--- src/verilog/afe_regs_defines.svh ---
/*
 * Sub-addresses, field positions and reset values for the sensor front
 * end command and register decode.
 * Assumes inclusion by bare name from the design module.
 */
`ifndef AFE_REGS_DEFINES_SVH
`define AFE_REGS_DEFINES_SVH

// ----------------------------------------------------------------------
// Command and gain register sub-addresses
// ----------------------------------------------------------------------
`define SUB_SW_RESET   8'h01
`define SUB_GAIN       8'h06
`define SUB_SEL_CH1    8'h10
`define SUB_SEL_CH2    8'h12
`define SUB_SEL_CH3    8'h14
`define SUB_SEL_CH4    8'h15
`define SUB_SEL_CH5    8'h18
`define SUB_SEL_CH6    8'h1a
`define SUB_SEL_CH7    8'h1c
`define SUB_SEL_CH8    8'h1e

// ----------------------------------------------------------------------
// Offset register sub-addresses
// ----------------------------------------------------------------------
`define SUB_OFS_CH1    8'h20
`define SUB_OFS_CH2    8'h22
`define SUB_OFS_CH3    8'h24
`define SUB_OFS_CH4    8'h25
`define SUB_OFS_CH5    8'h28
`define SUB_OFS_CH6    8'h2a
`define SUB_OFS_CH7    8'h2c
`define SUB_OFS_CH8    8'h2e

// ----------------------------------------------------------------------
// Fields and reset values
// ----------------------------------------------------------------------
`define OFS_SIGN_BIT   10
`define OFS_MAG_MSB    9
`define OFS_RESET      16'h0000
`define GAIN_RESET     3'h0
`define CH_RESET       3'h0
`define DAC_RESET      11'h000

`endif

--- src/verilog/afe_regs_pkg.sv ---
/*
 * Types for the front end register decode.
 * Assumes the defines header is on the include path.
 */
package afe_regs_pkg;

    // Decoded meaning of a sub-address
    typedef enum {
        SUB_NONE,
        SUB_RESET,
        SUB_SELECT,
        SUB_GAIN_REG,
        SUB_OFFSET_REG
    } sub_kind_t;

    // Access state: waiting for sub-address, then parameter bytes
    typedef enum {
        ST_IDLE,
        ST_SUB,
        ST_BYTE_HI,
        ST_BYTE_LO,
        ST_DONE
    } acc_state_t;

endpackage : afe_regs_pkg

--- src/verilog/afe_channel_offset_gain_regs.sv ---
/*
 * Command and register decode for an eight-channel sensor front end.
 * Assumes a serial protocol engine in front that delivers each received
 * byte as a one-cycle strobe, flags the start of a transfer and its stop,
 * and asks for read bytes by a one-cycle request, all synchronous to
 * sys_clk.
 * Reads follow the sub-address of the most recent access; a new start
 * keeps that context until a fresh sub-address byte arrives.
 * The analog side may sample the channel, gain and offset outputs at
 * any time, so each of them comes straight from a flip-flop.
 * Limitation: a sign bit with a zero magnitude is passed on as it
 * stands; the DAC is expected to treat it as zero offset.
 */
// Functional notes
// - Channel 1-8 select commands carry no data
// - Eight two-byte offset registers, read and write
// - Offset bit 10 is the polarity
// - Offset bits 9:0 are the magnitude
// - Codes 0x000 and 0x400 both mean zero
// - Three-bit code selects one of eight gains
// - Unknown sub-addresses leave state untouched
// - Gain in bits 2:0 at 0x06, resets 0
// - Only the selected channel offset drives DAC
`timescale 1ns/10ps
`include "afe_regs_defines.svh"

module afe_channel_offset_gain_regs
    import afe_regs_pkg::*;
#(
    parameter int NUM_CH = 8
) (
    // Clock and reset
    input  wire logic        sys_clk,
    input  wire logic        reset_n,
    // Byte stream from the serial engine
    input  wire logic        xfer_start,
    input  wire logic        xfer_stop,
    input  wire logic        rx_valid,
    input  wire logic [7:0]  rx_byte,
    input  wire logic        tx_req,
    output logic      [7:0]  tx_byte,
    // Analog controls
    output logic      [2:0]  chan_sel,
    output logic      [2:0]  gain_code,
    output logic             ofs_negative,
    output logic      [9:0]  ofs_magnitude
);

    // ------------------------------------------------------------------
    // Sub-address decode
    // ------------------------------------------------------------------

    // Kind of access named by a sub-address
    function automatic sub_kind_t decode_kind(input logic [7:0] sa);
        case (sa)
            `SUB_SW_RESET: decode_kind = SUB_RESET;
            `SUB_GAIN:     decode_kind = SUB_GAIN_REG;
            `SUB_SEL_CH1, `SUB_SEL_CH2, `SUB_SEL_CH3, `SUB_SEL_CH4,
            `SUB_SEL_CH5, `SUB_SEL_CH6, `SUB_SEL_CH7,
            `SUB_SEL_CH8:  decode_kind = SUB_SELECT;
            `SUB_OFS_CH1, `SUB_OFS_CH2, `SUB_OFS_CH3, `SUB_OFS_CH4,
            `SUB_OFS_CH5, `SUB_OFS_CH6, `SUB_OFS_CH7,
            `SUB_OFS_CH8:  decode_kind = SUB_OFFSET_REG;
            default:       decode_kind = SUB_NONE;
        endcase
    endfunction : decode_kind

    // Channel index (0 = channel 1) named by a sub-address
    function automatic logic [2:0] decode_chan(input logic [7:0] sa);
        case (sa)
            `SUB_SEL_CH2, `SUB_OFS_CH2: decode_chan = 3'h1;
            `SUB_SEL_CH3, `SUB_OFS_CH3: decode_chan = 3'h2;
            `SUB_SEL_CH4, `SUB_OFS_CH4: decode_chan = 3'h3;
            `SUB_SEL_CH5, `SUB_OFS_CH5: decode_chan = 3'h4;
            `SUB_SEL_CH6, `SUB_OFS_CH6: decode_chan = 3'h5;
            `SUB_SEL_CH7, `SUB_OFS_CH7: decode_chan = 3'h6;
            `SUB_SEL_CH8, `SUB_OFS_CH8: decode_chan = 3'h7;
            default:                    decode_chan = 3'h0;
        endcase
    endfunction : decode_chan

    // ------------------------------------------------------------------
    // State
    // ------------------------------------------------------------------
    acc_state_t  state_r,    state_nxt;     // Access sequence
    sub_kind_t   kind_r,     kind_nxt;      // Kind of current access
    logic [2:0]  acc_ch_r,   acc_ch_nxt;    // Channel of current access
    logic [7:0]  hi_byte_r,  hi_byte_nxt;   // Offset high byte held
    logic        rd_hi_r,    rd_hi_nxt;     // Next read byte is the high
    logic [2:0]  chan_r,     chan_nxt;      // Selected channel
    logic [2:0]  gain_r,     gain_nxt;      // Gain code
    logic [7:0]  tx_r,       tx_nxt;        // Read data to the engine
    logic [15:0] ofs_r   [NUM_CH];          // Offset registers
    logic [15:0] ofs_nxt [NUM_CH];
    logic [10:0] dac_r,      dac_nxt;       // Offset code at the DAC

    // ------------------------------------------------------------------
    // Next-state logic
    // ------------------------------------------------------------------

    // Byte sequencing and register writes; an offset write commits only when
    // both parameter bytes arrived, so a cut-off access never leaves
    // half a value in a register.
    // Framing is applied last so that a start or stop always wins over
    // the next state the byte sequence asked for in the same cycle.
    always_comb begin
        sub_kind_t k;
        // Decode the current byte once; only the sub slot acts on it
        k           = decode_kind(rx_byte);
        // Everything holds unless a branch below says otherwise
        state_nxt   = state_r;
        kind_nxt    = kind_r;
        acc_ch_nxt  = acc_ch_r;
        hi_byte_nxt = hi_byte_r;
        chan_nxt    = chan_r;
        gain_nxt    = gain_r;
        for (int i = 0; i < NUM_CH; i++) begin
            ofs_nxt[i] = ofs_r[i];
        end
        case (state_r)
            ST_IDLE: begin
                // Wait for a transfer to open; bytes without a start
                // belong to nobody and are dropped
            end
            ST_SUB: begin
                // First byte after a start names the access
                if (rx_valid) begin
                    kind_nxt   = k;
                    acc_ch_nxt = decode_chan(rx_byte);
                    case (k)
                        SUB_SELECT: begin
                            // Select takes effect at once, no data
                            chan_nxt  = decode_chan(rx_byte);
                            state_nxt = ST_DONE;
                        end
                        SUB_RESET: begin
                            // Channel, gain and offsets back to power-up values in one step
                            chan_nxt = `CH_RESET;
                            gain_nxt = `GAIN_RESET;
                            for (int i = 0; i < NUM_CH; i++) begin
                                ofs_nxt[i] = `OFS_RESET;
                            end
                            state_nxt = ST_DONE;
                        end
                        // Gain has a single parameter byte
                        SUB_GAIN_REG:   state_nxt = ST_BYTE_LO;
                        // Offsets take a high byte, then a low one
                        SUB_OFFSET_REG: state_nxt = ST_BYTE_HI;
                        // Unlisted addresses swallow the rest quietly
                        default:        state_nxt = ST_DONE;
                    endcase
                end
            end
            ST_BYTE_HI: begin
                // Offset high byte first, held until the low byte
                if (rx_valid) begin
                    hi_byte_nxt = rx_byte;
                    state_nxt   = ST_BYTE_LO;
                end
            end
            ST_BYTE_LO: begin
                // Last parameter byte commits the whole value; the
                // gain keeps only its three code bits
                if (rx_valid) begin
                    if (kind_r == SUB_GAIN_REG) begin
                        gain_nxt = rx_byte[2:0];
                    end else begin
                        ofs_nxt[acc_ch_r] = {hi_byte_r, rx_byte};
                    end
                    state_nxt = ST_DONE;
                end
            end
            ST_DONE: begin
                // Extra bytes are ignored until stop or a new start, so a master that
                // sends too much cannot spill into another register
            end
            // Unused encodings fall back to idle
            default: state_nxt = ST_IDLE;
        endcase
        // Framing overrides the sequence; start comes last so that
        // it wins a tie with stop
        if (xfer_stop) begin
            state_nxt = ST_IDLE;
        end
        if (xfer_start) begin
            state_nxt = ST_SUB;
        end
    end

    // ------------------------------------------------------------------
    // Read data
    // ------------------------------------------------------------------

    // Read bytes: offsets high byte then low, gain as one byte; a third
    // request on an offset repeats the low byte, and reads of commands
    // or unknown addresses return zero.
    always_comb begin
        tx_nxt    = tx_r;
        rd_hi_nxt = rd_hi_r;
        // A fresh sub-address restarts an offset read at its high byte
        if ((state_r == ST_SUB) && rx_valid) begin
            rd_hi_nxt = 1'b1;
        end
        if (tx_req) begin
            case (kind_r)
                SUB_GAIN_REG: tx_nxt = {5'h00, gain_r};
                SUB_OFFSET_REG: begin
                    tx_nxt = rd_hi_r ? ofs_r[acc_ch_r][15:8]
                                     : ofs_r[acc_ch_r][7:0];
                    rd_hi_nxt = 1'b0;
                end
                default: tx_nxt = 8'h00;
            endcase
        end
    end

    // ------------------------------------------------------------------
    // Applied offset
    // ------------------------------------------------------------------

    // Offset code applied to the DAC; taken from the next values so it
    // moves in the same cycle as a select or a write of that channel
    always_comb begin
        dac_nxt = ofs_nxt[chan_nxt][`OFS_SIGN_BIT:0];
    end

    // ------------------------------------------------------------------
    // Registers
    // ------------------------------------------------------------------

    // Control registers; a plain load of the next values, every
    // decision lives in the logic above
    always_ff @(posedge sys_clk or negedge reset_n) begin
        if (!reset_n) begin
            state_r   <= ST_IDLE;
            kind_r    <= SUB_NONE;
            acc_ch_r  <= 3'h0;
            hi_byte_r <= 8'h00;
            chan_r    <= `CH_RESET;
            gain_r    <= `GAIN_RESET;
        end else begin
            state_r   <= state_nxt;
            kind_r    <= kind_nxt;
            acc_ch_r  <= acc_ch_nxt;
            hi_byte_r <= hi_byte_nxt;
            chan_r    <= chan_nxt;
            gain_r    <= gain_nxt;
        end
    end

    // Read data registers; tx_byte stands until the next request
    always_ff @(posedge sys_clk or negedge reset_n) begin
        if (!reset_n) begin
            rd_hi_r <= 1'b1;
            tx_r    <= 8'h00;
        end else begin
            rd_hi_r <= rd_hi_nxt;
            tx_r    <= tx_nxt;
        end
    end

    // Applied offset register, cleared together with the bank
    always_ff @(posedge sys_clk or negedge reset_n) begin
        if (!reset_n) begin
            dac_r <= `DAC_RESET;
        end else begin
            dac_r <= dac_nxt;
        end
    end

    // Offset bank, one register per channel; kept in its own loop so
    // each channel's storage stays a separate, uniform slice
    generate
        for (genvar g = 0; g < NUM_CH; g++) begin : g_ofs
            always_ff @(posedge sys_clk or negedge reset_n) begin
                if (!reset_n) begin
                    ofs_r[g] <= `OFS_RESET;
                end else begin
                    ofs_r[g] <= ofs_nxt[g];
                end
            end
        end
    endgenerate

    // ------------------------------------------------------------------
    // Outputs
    // ------------------------------------------------------------------

    // Only the selected channel's code reaches the DAC; sign 1 with a
    // zero magnitude is still zero offset, the analog side sees mag 0.
    // Every output is a flip-flop, so the analog controls never glitch
    // while a select and a write land in the same transfer.
    assign chan_sel      = chan_r;
    assign gain_code     = gain_r;
    assign ofs_negative  = dac_r[`OFS_SIGN_BIT];
    assign ofs_magnitude = dac_r[`OFS_MAG_MSB:0];
    assign tx_byte       = tx_r;

endmodule : afe_channel_offset_gain_regs

--- config.mk ---
export PLATFORM = sky130hd
export DESIGN_NAME = afe_channel_offset_gain_regs
export DESIGN_NICKNAME = d
export VERILOG_FILES = /design/src/verilog/afe_regs_pkg.sv /design/src/verilog/afe_channel_offset_gain_regs.sv
export VERILOG_INCLUDE_DIRS = /design/src /design/src/verilog
export SDC_FILE = /design/constraint.sdc
export NUM_CORES = 1
export LEC_CHECK = 0
export BUFFER_PORTS_ARGS = -buffer_cell sky130_fd_sc_hd__buf_4
export CAP_MARGIN = 20
export CORE_ASPECT_RATIO = 1.25
export CORE_MARGIN = 3
export CORE_UTILIZATION = 55
export CTS_CLUSTER_DIAMETER = 40
export CTS_CLUSTER_SIZE = 20
export DETAILED_ROUTE_END_ITERATION = 7
export PLACE_DENSITY = 0.8
export SYNTH_ARGS = -nofsm -noshare
export SYNTH_HDL_FRONTEND = slang
export SYNTH_SLANG_ARGS = --single-unit
--- constraint.sdc ---
create_clock -name sys_clk -period 7.65 [get_ports sys_clk]
set_input_delay 1.1475 -clock sys_clk [delete_from_list [all_inputs] [get_ports sys_clk]]
set_output_delay 1.1475 -clock sys_clk [all_outputs]
set_load 0.03 [all_outputs]
==> impl_metrics.json, run 1 <==
{
  "instances_no_fill": 962,
  "ys_seq_area_frac": 0.489,
  "grt_pass1_wl_microns": 41200,
  "vias_per_cell": 7.35,
  "hp-class": "reg2reg",
  "setup_viol_count_final": 0,
  "ys_seq_elements": 171,
  "dp_hpwl_microns": 16700,
  "ir_drop_mv": 0.159,
  "placementRows": 50,
  "htree_levels": 4,
  "cts_inserted_buffers": 17,
  "drc_errors": 0,
  "synth-main-ff-cell": "dfrtp_1",
  "first_iter_violations": 906,
  "slew_headroom": 0.208,
  "cts_tree": "done",
  "syn_avg_cell_area_sq_um": 11.8,
  "synth_compound_area_frac": 0.192,
  "ys_top_cells_by_count": "dfrtp_1, a22o_1, clkbuf_1",
  "p_per_area_nw_per_um2": 221,
  "synth_top_area_frac": 0.486,
  "syn_area_sq_um": 8760,
  "synthTopCellsByArea": "dfrtp_1, a22o_1, mux4_2",
  "ios": 39,
  "max_cap_violations": 0,
  "synth_top_family_by_area": "compound AO/OA/AOI/OAI gates",
  "grt_antenna_before_repair": 0,
  "post_cts_buffers": 0,
  "run_status": "finished, final reports clean",
  "cts_hold_buf": 0,
  "ys_types": 61,
  "clkLatencyLatePin_ns": 0.44,
  "dpl_cell_area_sq_um": 9170,
  "fp.coreArea_sq_um": 15300,
  "vias": 7072,
  "clkTransAtPathRegs_ns": 0.07,
  "crit_type": "reg2reg",
  "die_w_microns": 119,
  "grt_pass1_vias": 6972,
  "drt-total-wl_microns": 26700,
  "ys.warnings.count": 0,
  "overflow": 0,
  "tightest_slew_ns": 1.19,
  "synth_edf_count": 0,
  "root_buffer": "clkbuf_16",
  "hold_viol": 0,
  "yosysMostFrequentCell": "dfrtp_1",
  "grt_util_all_layers": 0.310,
  "tns_ns": 0,
  "port_buffers": 38,
  "wl_per_cell_microns": 27.7,
  "synth_cells": 744,
  "layout-drive-gt1-share": 0.239,
  "first_pass_iters": 8,
  "fin_nets": 755,
  "cts.path.max_buffers": 2,
  "diodes": 0,
  "async_reset_ff_frac": 1.00,
  "end_kind": "flip-flop",
  "cts-resized-gates": 0,
  "post-route-cell-area_sq_um": 9770,
  "worstPathRequired_ns": 8.02,
  "fin_skew_ns": 0.00773,
  "syn_to_final_growth_pct": 11.6,
  "synth_xor_xnor_area_share": 0.00100,
  "fp.dieH_microns": 147,
  "critical_path_arrival_ns": 4.38,
  "gp_congestion": 0.895,
  "synthAdderAreaFrac": 0,
  "synth_mux_area_frac": 0.135,
  "cts.sinks": 171,
  "final_util": 0.640,
  "synth-simple-area-share": 0.137,
  "fin_crit_ns": 4.01,
  "synth_fp_nets": 758,
  "fmax_mhz": 249,
  "cp-start-kind": "flip-flop",
  "postRouteAntennaNets": 0,
  "initial_core_util": 0.574,
  "place_inst": 929,
  "finalCritPeriodShare": 0.524,
  "slew_violations": 0,
  "rsz0062_at_grt": "false",
  "grt_max_degree": 81,
  "die_area_sq_um": 17500,
  "worstPathMaxFanout": 44,
  "synth_top_area_cell": "dfrtp_1",
  "p_leak_uw": 0.00433
}
per-layer routing:
layer / vias to the layer above / part of all wire / track usage / wire length (microns)
met5: - / 0 / 0 / 0
met4: 0 / 0.063 / 0.174 / 1670
met3: 142 / 0.12 / 0.106 / 3230
met2: 505 / 0.45 / 0.456 / 12000
met1: 3524 / 0.37 / 0.403 / 9800
li1: 2901 / - / - / -
report_power, final:
part | switching, uW | internal [uW] | total, uW
sequential | 26.9 | 934 | 961
clock | 360 | 502 | 861
combinational | 225 | 115 | 340
total | 611 | 1550 | 2160
area by class of cell:
| class | instances | area (sq um) |
|---|---|---|
| multi-input cells | 481 | 4120 |
| well taps | 208 | 260 |
| fillers | 1156 | 5490 |
| clock buffers | 24 | 512 |
| inverters | 9 | 33.8 |
| flip-flops and latches | 171 | 4280 |
| clock inverters | 8 | 81.3 |
| repair buffers | 61 | 479 |
cells by family after synthesis:
logic type	Yosys count
buffers and inverters	92
xor gates and xnor gates	1
muxes	65
DFF	171
and+or+nand+nor	205
AOI/OAI and AO/OA	210
final timing paths:
path	slack, ns	start	cells past startpoint	end
min in group asynchronous	0.71	reset_n	1	acc_ch_r[2]$_DFFE_PN0P_
worst min register to register	0.50	flip-flop	1	flip-flop
worst min-delay path	0.50	flip-flop	1	flip-flop
max in group asynchronous	5.74	reset_n	3	dac_r[7]$_DFF_PN0_
worst max-delay path	3.64	state_r[1]$_DFFE_PN0P_	9	dac_r[2]$_DFF_PN0_
worst max register to register	3.64	state_r[1]$_DFFE_PN0P_	9	dac_r[2]$_DFF_PN0_
layout by cell type (no fill, tap or decap), types with 4 or more instances in the layout:
cell type  netlist  final
and2_1           4      4
nor4_1          10      8
clkbuf_8         0      6
nand2b_1         4      4
nand4bb_1        6      6
nand2_1         40     40
o2111ai_1       35     35
or3_1           36     36
nand3_1         11     11
nand4_1         10     10
a21oi_1         18     18
o21ai_0         20     20
nor3_2           3      4
nor2_2           1      5
clkbuf_16        0     17
a22o_1         113    113
mux2_2          23     23
nor2_1          30     26
buf_4            4     58
mux4_2          40     40
inv_1            7      7
dfrtp_1        170    169
nor3_1          18     17
o2bb2ai_1        6      6
nor2b_1          6      6
stage by stage:
stage / total power [uW] / hold slack (ns) / worst slack (ns)
detailed placement: 1310 / 0.478 / 3.37
CTS: 2170 / 0.500 / 3.75
floorplan: 1190 / 0.456 / 4.30
global placement: 1300 / 0.477 / 3.56
finish: 2160 / 0.496 / 3.64
global route: 2230 / 0.508 / 3.42
critical path, stage by stage (launching register included):
cell and delay [ns]:
dfrtp_1 0.73, nand4bb_1 0.64, nor4_4 0.72, nand2b_1 0.23, a21oi_2 0.04, buf_4 0.27, nor2_2 0.60, buf_4 0.36
o2111ai_1 0.18, nand4_1 0.16
Power figures use the tool's default switching activity.
==> inputs of run 2 (changes only) <==
--- a/config.mk
+++ b/config.mk
@@ -14,7 +14,7 @@
 export CTS_CLUSTER_DIAMETER = 40
 export CTS_CLUSTER_SIZE = 20
 export DETAILED_ROUTE_END_ITERATION = 7
-export PLACE_DENSITY = 0.8
+export PLACE_DENSITY = 0.83
 export SYNTH_ARGS = -nofsm -noshare
 export SYNTH_HDL_FRONTEND = slang
 export SYNTH_SLANG_ARGS = --single-unit
==> constraint.sdc (replaced) <==
create_clock -name sys_clk -period 3.5 [get_ports sys_clk]
set_input_delay 0.525 -clock sys_clk [delete_from_list [all_inputs] [get_ports sys_clk]]
set_output_delay 0.525 -clock sys_clk [all_outputs]
set_load 0.03 [all_outputs]
==> impl_metrics.json, run 2 (same netlist as run 1, synthesis figures left out) <==
{
  "run_status": "finished, final reports clean",
  "hp-class": "in2async",
  "layout-drive-gt1-share": 0.255,
  "hold-worst-slack_ns": 0.0910,
  "dpl_cell_area_sq_um": 9340,
  "drt-total-wl_microns": 27000,
  "critical_path_arrival_ns": 3.48,
  "worstPathMaxFanout": 17,
  "initial_core_util": 0.574,
  "p_per_area_nw_per_um2": 492,
  "die_area_sq_um": 17500,
  "grt_pass1_vias": 7360,
  "cts_tree": "done",
  "end_kind": "flip-flop",
  "first_iter_violations": 851,
  "grt_util_all_layers": 0.317,
  "diodes": 0,
  "grt_pass1_wl_microns": 42400,
  "crit_type": "reg2reg",
  "power_frac_seq": 0.426,
  "slew_headroom": 0.286,
  "grt_max_degree": 73,
  "max_stage_delay_ns": 0.75,
  "gp_congestion": 0.934,
  "die_w_microns": 119,
  "hold_viol": 0,
  "swShare": 0.283,
  "cts-resized-gates": 0,
  "cp_cell_sequence": "and3b_1, buf_4, nor4_2, nor2_1, buf_4, a22o_1, nor3_1, nor4_1, nand4b_1",
  "rr_startpoint": "kind_r[2]$_DFFE_PN0P_",
  "path_buf_inv": 2,
  "worstPathRequired_ns": 3.86,
  "r2r-end": "dac_r[4]$_DFF_PN0_",
  "fp.dieH_microns": 147,
  "power.switching_uw": 1390,
  "cts.sinks": 171,
  "finalCritPeriodShare": 0.891,
  "fin_skew_ns": 0.0153,
  "post_cts_buffers": 0,
  "tightest_slew_ns": 1.07,
  "htree_levels": 4,
  "wl_per_cell_microns": 27.5,
  "post-route-cell-area_sq_um": 9960,
  "ios": 39,
  "p_leak_uw": 0.00444,
  "vias_per_cell": 7.27,
  "overflow": 0,
  "setup_viol_count_final": 0,
  "grt_antenna_before_repair": 0,
  "syn_to_final_growth_pct": 13.7,
  "layout_commonest_cell": "dfrtp_1",
  "cp-start-kind": "flip-flop",
  "ir_drop_mv": 0.341,
  "vias": 7158,
  "fp.coreArea_sq_um": 15300,
  "clkTransAtPathRegs_ns": 0.06,
  "fmax_mhz": 321,
  "slew_violations": 0,
  "max_cap_violations": 0,
  "fin_crit_ns": 3.12,
  "cpMostUsedCell": "buf_4",
  "postRouteAntennaNets": 0,
  "clockPowerShare": 0.410,
  "totalPowerFinal_uw": 4900,
  "ff2ff_path_depth": 9,
  "critical-path-top-delay-family": "simple AND/OR/NAND/NOR gates",
  "root_buffer": "clkbuf_16",
  "final_util": 0.652,
  "first_pass_iters": 6,
  "fin_nets": 778,
  "drc_errors": 0,
  "placementRows": 50,
  "dp_hpwl_microns": 17400,
  "power.internal_uw": 3510,
  "cts_hold_buf": 0,
  "clkLatencyLatePin_ns": 0.44,
  "port_buffers": 38,
  "rrSetupSlack_ns": 0.38,
  "cts.path.max_buffers": 2,
  "pwr-share-comb": 0.164,
  "layout_common_cells": "dfrtp_1, a22o_1, buf_4",
  "slowest_stage": "nor2_1",
  "tns_ns": 0,
  "cts_inserted_buffers": 17,
  "rsz0062_at_grt": "false"
}
run 2: cell count changes in the layout (fill, tap and decap cells not counted), moves of 2 or more:
cell and change:
nor2_2 -4, buf_12 +2, buf_4 +22, clkbuf_8 -6, clkinvlp_4 +2, nor2_1 +4, bufinv_16 +3
run 2: layer usage:
metal,global-route usage,share of wire,wire length [microns]
met1,0.401,0.37,9990
met2,0.490,0.47,12600
met3,0.0828,0.099,2690
met4,0.195,0.064,1740
met5,0,0,0
run 2: power groups by stage:
stage               Sequential (uW)  Clock (uW)  Combinational [uW]
finish                         2090        2010                 805
global route                   2090        2110                 849
CTS                            2090        2020                 794
detailed placement             2120           0                 786
global placement               2120           0                 774
floorplan                      2210           0                 385
run 2: cell type report:
| type | count | area [sq um] |
|---|---|---|
| clock inverter | 13 | 193 |
| fill | 1143 | 5310 |
| inverter | 9 | 33.8 |
| tap | 208 | 260 |
| multi-input combinational | 481 | 4100 |
| clock buffer | 18 | 429 |
| timing repair buffer | 84 | 657 |
| sequential | 171 | 4280 |
run 2: worst max path at each step:
stage               cells past startpoint  slack (ns)            endpoint                  start
floorplan                              11        0.78  dac_r[4]$_DFF_PN0_             rx_byte[2]
global placement                        8        0.43  dac_r[6]$_DFF_PN0_             rx_byte[1]
detailed placement                      8        0.38  dac_r[5]$_DFF_PN0_               rx_valid
CTS                                     8        0.47  dac_r[3]$_DFF_PN0_  kind_r[1]$_DFFE_PN0P_
global route                            9        0.27  dac_r[4]$_DFF_PN0_  kind_r[2]$_DFFE_PN0P_
finish                                  9        0.38  dac_r[4]$_DFF_PN0_  kind_r[2]$_DFFE_PN0P_
run 2: metrics by stage:
| step | instances | setup WS (ns) |
|---|---|---|
| 5_1_grt | 984 | 0.272 |
| 4_1_cts | 984 | 0.469 |
| 2_1_floorplan | 744 | 0.775 |
| 6_report | 984 | 0.381 |
| 3_3_place_gp | 951 | 0.428 |
| 3_5_place_dp | 953 | 0.380 |
==> inputs of run 3 (changes only) <==
--- a/config.mk
+++ b/config.mk
@@ -6,6 +6,7 @@
 export SDC_FILE = /design/constraint.sdc
 export NUM_CORES = 1
 export LEC_CHECK = 0
+export ABC_AREA = 1
 export BUFFER_PORTS_ARGS = -buffer_cell sky130_fd_sc_hd__buf_4
 export CAP_MARGIN = 20
 export CORE_ASPECT_RATIO = 1.25
==> impl_metrics.json, run 3 <==
{
  "fin_crit_ns": 2.80,
  "fill_cells": 1744,
  "ff2ff_path_depth": 15,
  "ios": 39,
  "synth_top_area_frac": 0.393,
  "tns_ns": 0,
  "hold_viol": 0,
  "wl_per_cell_microns": 20.5,
  "cp.depth": 15,
  "vias": 11600,
  "layout_commonest_cell": "nand2_1",
  "ys_seq_area_frac": 0.396,
  "fin_skew_ns": 0.0182,
  "overflow": 0,
  "gp_congestion": 0.972,
  "p_per_area_nw_per_um2": 505,
  "worstPathMaxFanout": 16,
  "path_buf_inv": 3,
  "cp_cell_sequence": "buf_4, nand2_1, inv_1, nand2_1, nor2_1, buf_4, nand2_1, nand3_1, o21ai_0, nor2_1, nand2_1, nand3_1, nand2_1, nand2_1, nand2_1",
  "placementRows": 56,
  "totalPowerFinal_uw": 6070,
  "highest_layer": "met5",
  "first_pass_iters": 6,
  "root_buffer": "clkbuf_16",
  "ys_top_cells_by_count": "nand2_1, inv_1, nand3_1",
  "grt_util_all_layers": 0.360,
  "wl_met3_microns": 5060,
  "htree_levels": 4,
  "grt_pass1_vias": 11000,
  "postRouteAntennaNets": 0,
  "layout_common_cells": "nand2_1, inv_1, nand3_1",
  "rsz0062_at_grt": "false",
  "synth_edf_count": 0,
  "finalCritPeriodShare": 0.801,
  "hp-class": "in2async",
  "max_stage_delay_ns": 0.54,
  "cts-resized-gates": 0,
  "crit_type": "reg2reg",
  "r2r-end": "dac_r[1]$_DFF_PN0_",
  "syn_to_final_growth_pct": 11.1,
  "fmax_mhz": 357,
  "worstPathRequired_ns": 3.83,
  "yosysMostFrequentCell": "nand2_1",
  "fp.dieH_microns": 163,
  "die_area_sq_um": 21400,
  "clkTransAtPathRegs_ns": 0.07,
  "critical_path_arrival_ns": 3.13,
  "p_leak_uw": 0.00658,
  "pre_cts_ws_ns": 0.389,
  "port_buffers": 38,
  "synth_fp_nets": 1637,
  "diodes": 0,
  "max_cap_violations": 0,
  "slew_headroom": 0.360,
  "cpMostUsedCell": "nand2_1",
  "ys_seq_elements": 171,
  "rrSetupSlack_ns": 0.70,
  "multiInputGateArea_sq_um": 5120,
  "slew_violations": 0,
  "die_w_microns": 131,
  "rr_startpoint": "acc_ch_r[0]$_DFFE_PN0P_",
  "synthTopCellsByArea": "dfrtp_1, nand2_1, nand3_1",
  "async_reset_ff_frac": 1.00,
  "cp-start-kind": "flip-flop",
  "cts_hold_buf": 0,
  "drt-met1-wl_microns": 13800,
  "layout-drive-gt1-share": 0.0894,
  "synth_cells": 1623,
  "clkLatencyLatePin_ns": 0.45,
  "cts_inserted_buffers": 17,
  "run_status": "finished, final reports clean",
  "fp.coreArea_sq_um": 19100,
  "first_iter_violations": 1792,
  "tightest_slew_ns": 0.959,
  "grt_max_degree": 59,
  "end_kind": "flip-flop",
  "ir_drop_mv": 0.386,
  "ys.warnings.count": 0,
  "setup_viol_count_final": 0,
  "grt_antenna_before_repair": 1,
  "grt_pass1_wl_microns": 60000,
  "syn_area_sq_um": 10800,
  "critical-path-top-delay-family": "simple AND/OR/NAND/NOR gates",
  "initial_core_util": 0.568,
  "drt-total-wl_microns": 39000,
  "cts_tree": "done",
  "layout_setup_ws_ns": 0.697,
  "cts.sinks": 171,
  "syn_avg_cell_area_sq_um": 6.67,
  "post_cts_buffers": 0,
  "regArea_sq_um": 4280,
  "synth_top_area_cell": "dfrtp_1",
  "slowest_stage": "nor2_1",
  "drc_errors": 0,
  "routed-wl-met2_microns": 17200,
  "dp_hpwl_microns": 24600,
  "vias_per_cell": 6.11,
  "ys_types": 37,
  "fin_nets": 1646,
  "cts.path.max_buffers": 2,
  "synth-main-ff-cell": "dfrtp_1"
}
==> run 3: cell count changes after synthesis, moves of 77 or more <==
cell,previous run,this run
nand2_1,40,400
inv_1,7,254
nand3_1,11,218
o21ai_0,20,136
a22o_1,113,0
nor2_1,30,116
a21oi_1,18,95
==> run 3: how the worst max path moves through the flow <==
stage / start / end / slack, ns
2_1_floorplan: rx_byte[7] / dac_r[5]$_DFF_PN0_ / 1.45
3_3_place_gp: rx_byte[1] / dac_r[5]$_DFF_PN0_ / 0.45
3_5_place_dp: rx_byte[1] / dac_r[4]$_DFF_PN0_ / 0.39
4_1_cts: acc_ch_r[0]$_DFFE_PN0P_ / dac_r[6]$_DFF_PN0_ / 0.80
5_1_grt: rx_byte[1] / dac_r[4]$_DFF_PN0_ / 0.49
6_report: acc_ch_r[0]$_DFFE_PN0P_ / dac_r[1]$_DFF_PN0_ / 0.70
==> run 3: logic make-up (layout without fill, tap and decap cells) <==
family	count (synthesis)	after routing	share of synthesized area
xor+xnor	1	1	0.000810
flops	171	171	0.396
buf+inv	361	383	0.131
simple gates	764	764	0.304
compound gates	326	326	0.168
==> run 3: metal layers <==
metal / global-route usage / up-vias
met2: 0.557 / 868
li1: - / 5244
met5: 0 / -
met1: 0.443 / 5299
met4: 0.258 / 2
met3: 0.0862 / 226
==> run 3: power by group <==
group          leakage [uW]  switching (uW)  total, uW  internal, uW
combinational       0.00405            1040       1530           490
sequential          0.00222             187       2460          2270
clock              0.000304             876       2090          1210
==> run 3: per-stage QoR <==
stage               utilization  hold slack (ns)  std cells  cell area (sq um)
finish                    0.630           0.0368       1906              12000
global route              0.630           0.0708       1906              12000
CTS                       0.630           0.0561       1906              12000
detailed placement        0.597            0.477       1874              11400
global placement          0.597            0.466       1874              11400
floorplan                     -            0.229       1623              10800
==> run 3: layout make-up <==
| type | count | area share |
|---|---|---|
| flip-flops and latches | 171 | 0.356 |
| well taps | 261 | 0.0272 |
| multi-input cells | 1091 | 0.426 |
| clock inverters | 14 | 0.0170 |
| inverters | 266 | 0.0831 |
| clock buffers | 18 | 0.0357 |
| repair buffers | 85 | 0.0545 |
==> run 3: worst reg2reg max path, cell delays in order, from the launching register on <==
cell and delay [ns]:
dfrtp_1 0.46, buf_4 0.24, nand2_1 0.06, inv_1 0.08
nand2_1 0.16, nor2_1 0.54, buf_4 0.38, nand2_1 0.09
nand3_1 0.08, o21ai_0 0.08, nor2_1 0.17, nand2_1 0.07
nand3_1 0.08, nand2_1 0.05, nand2_1 0.05, nand2_1 0.08
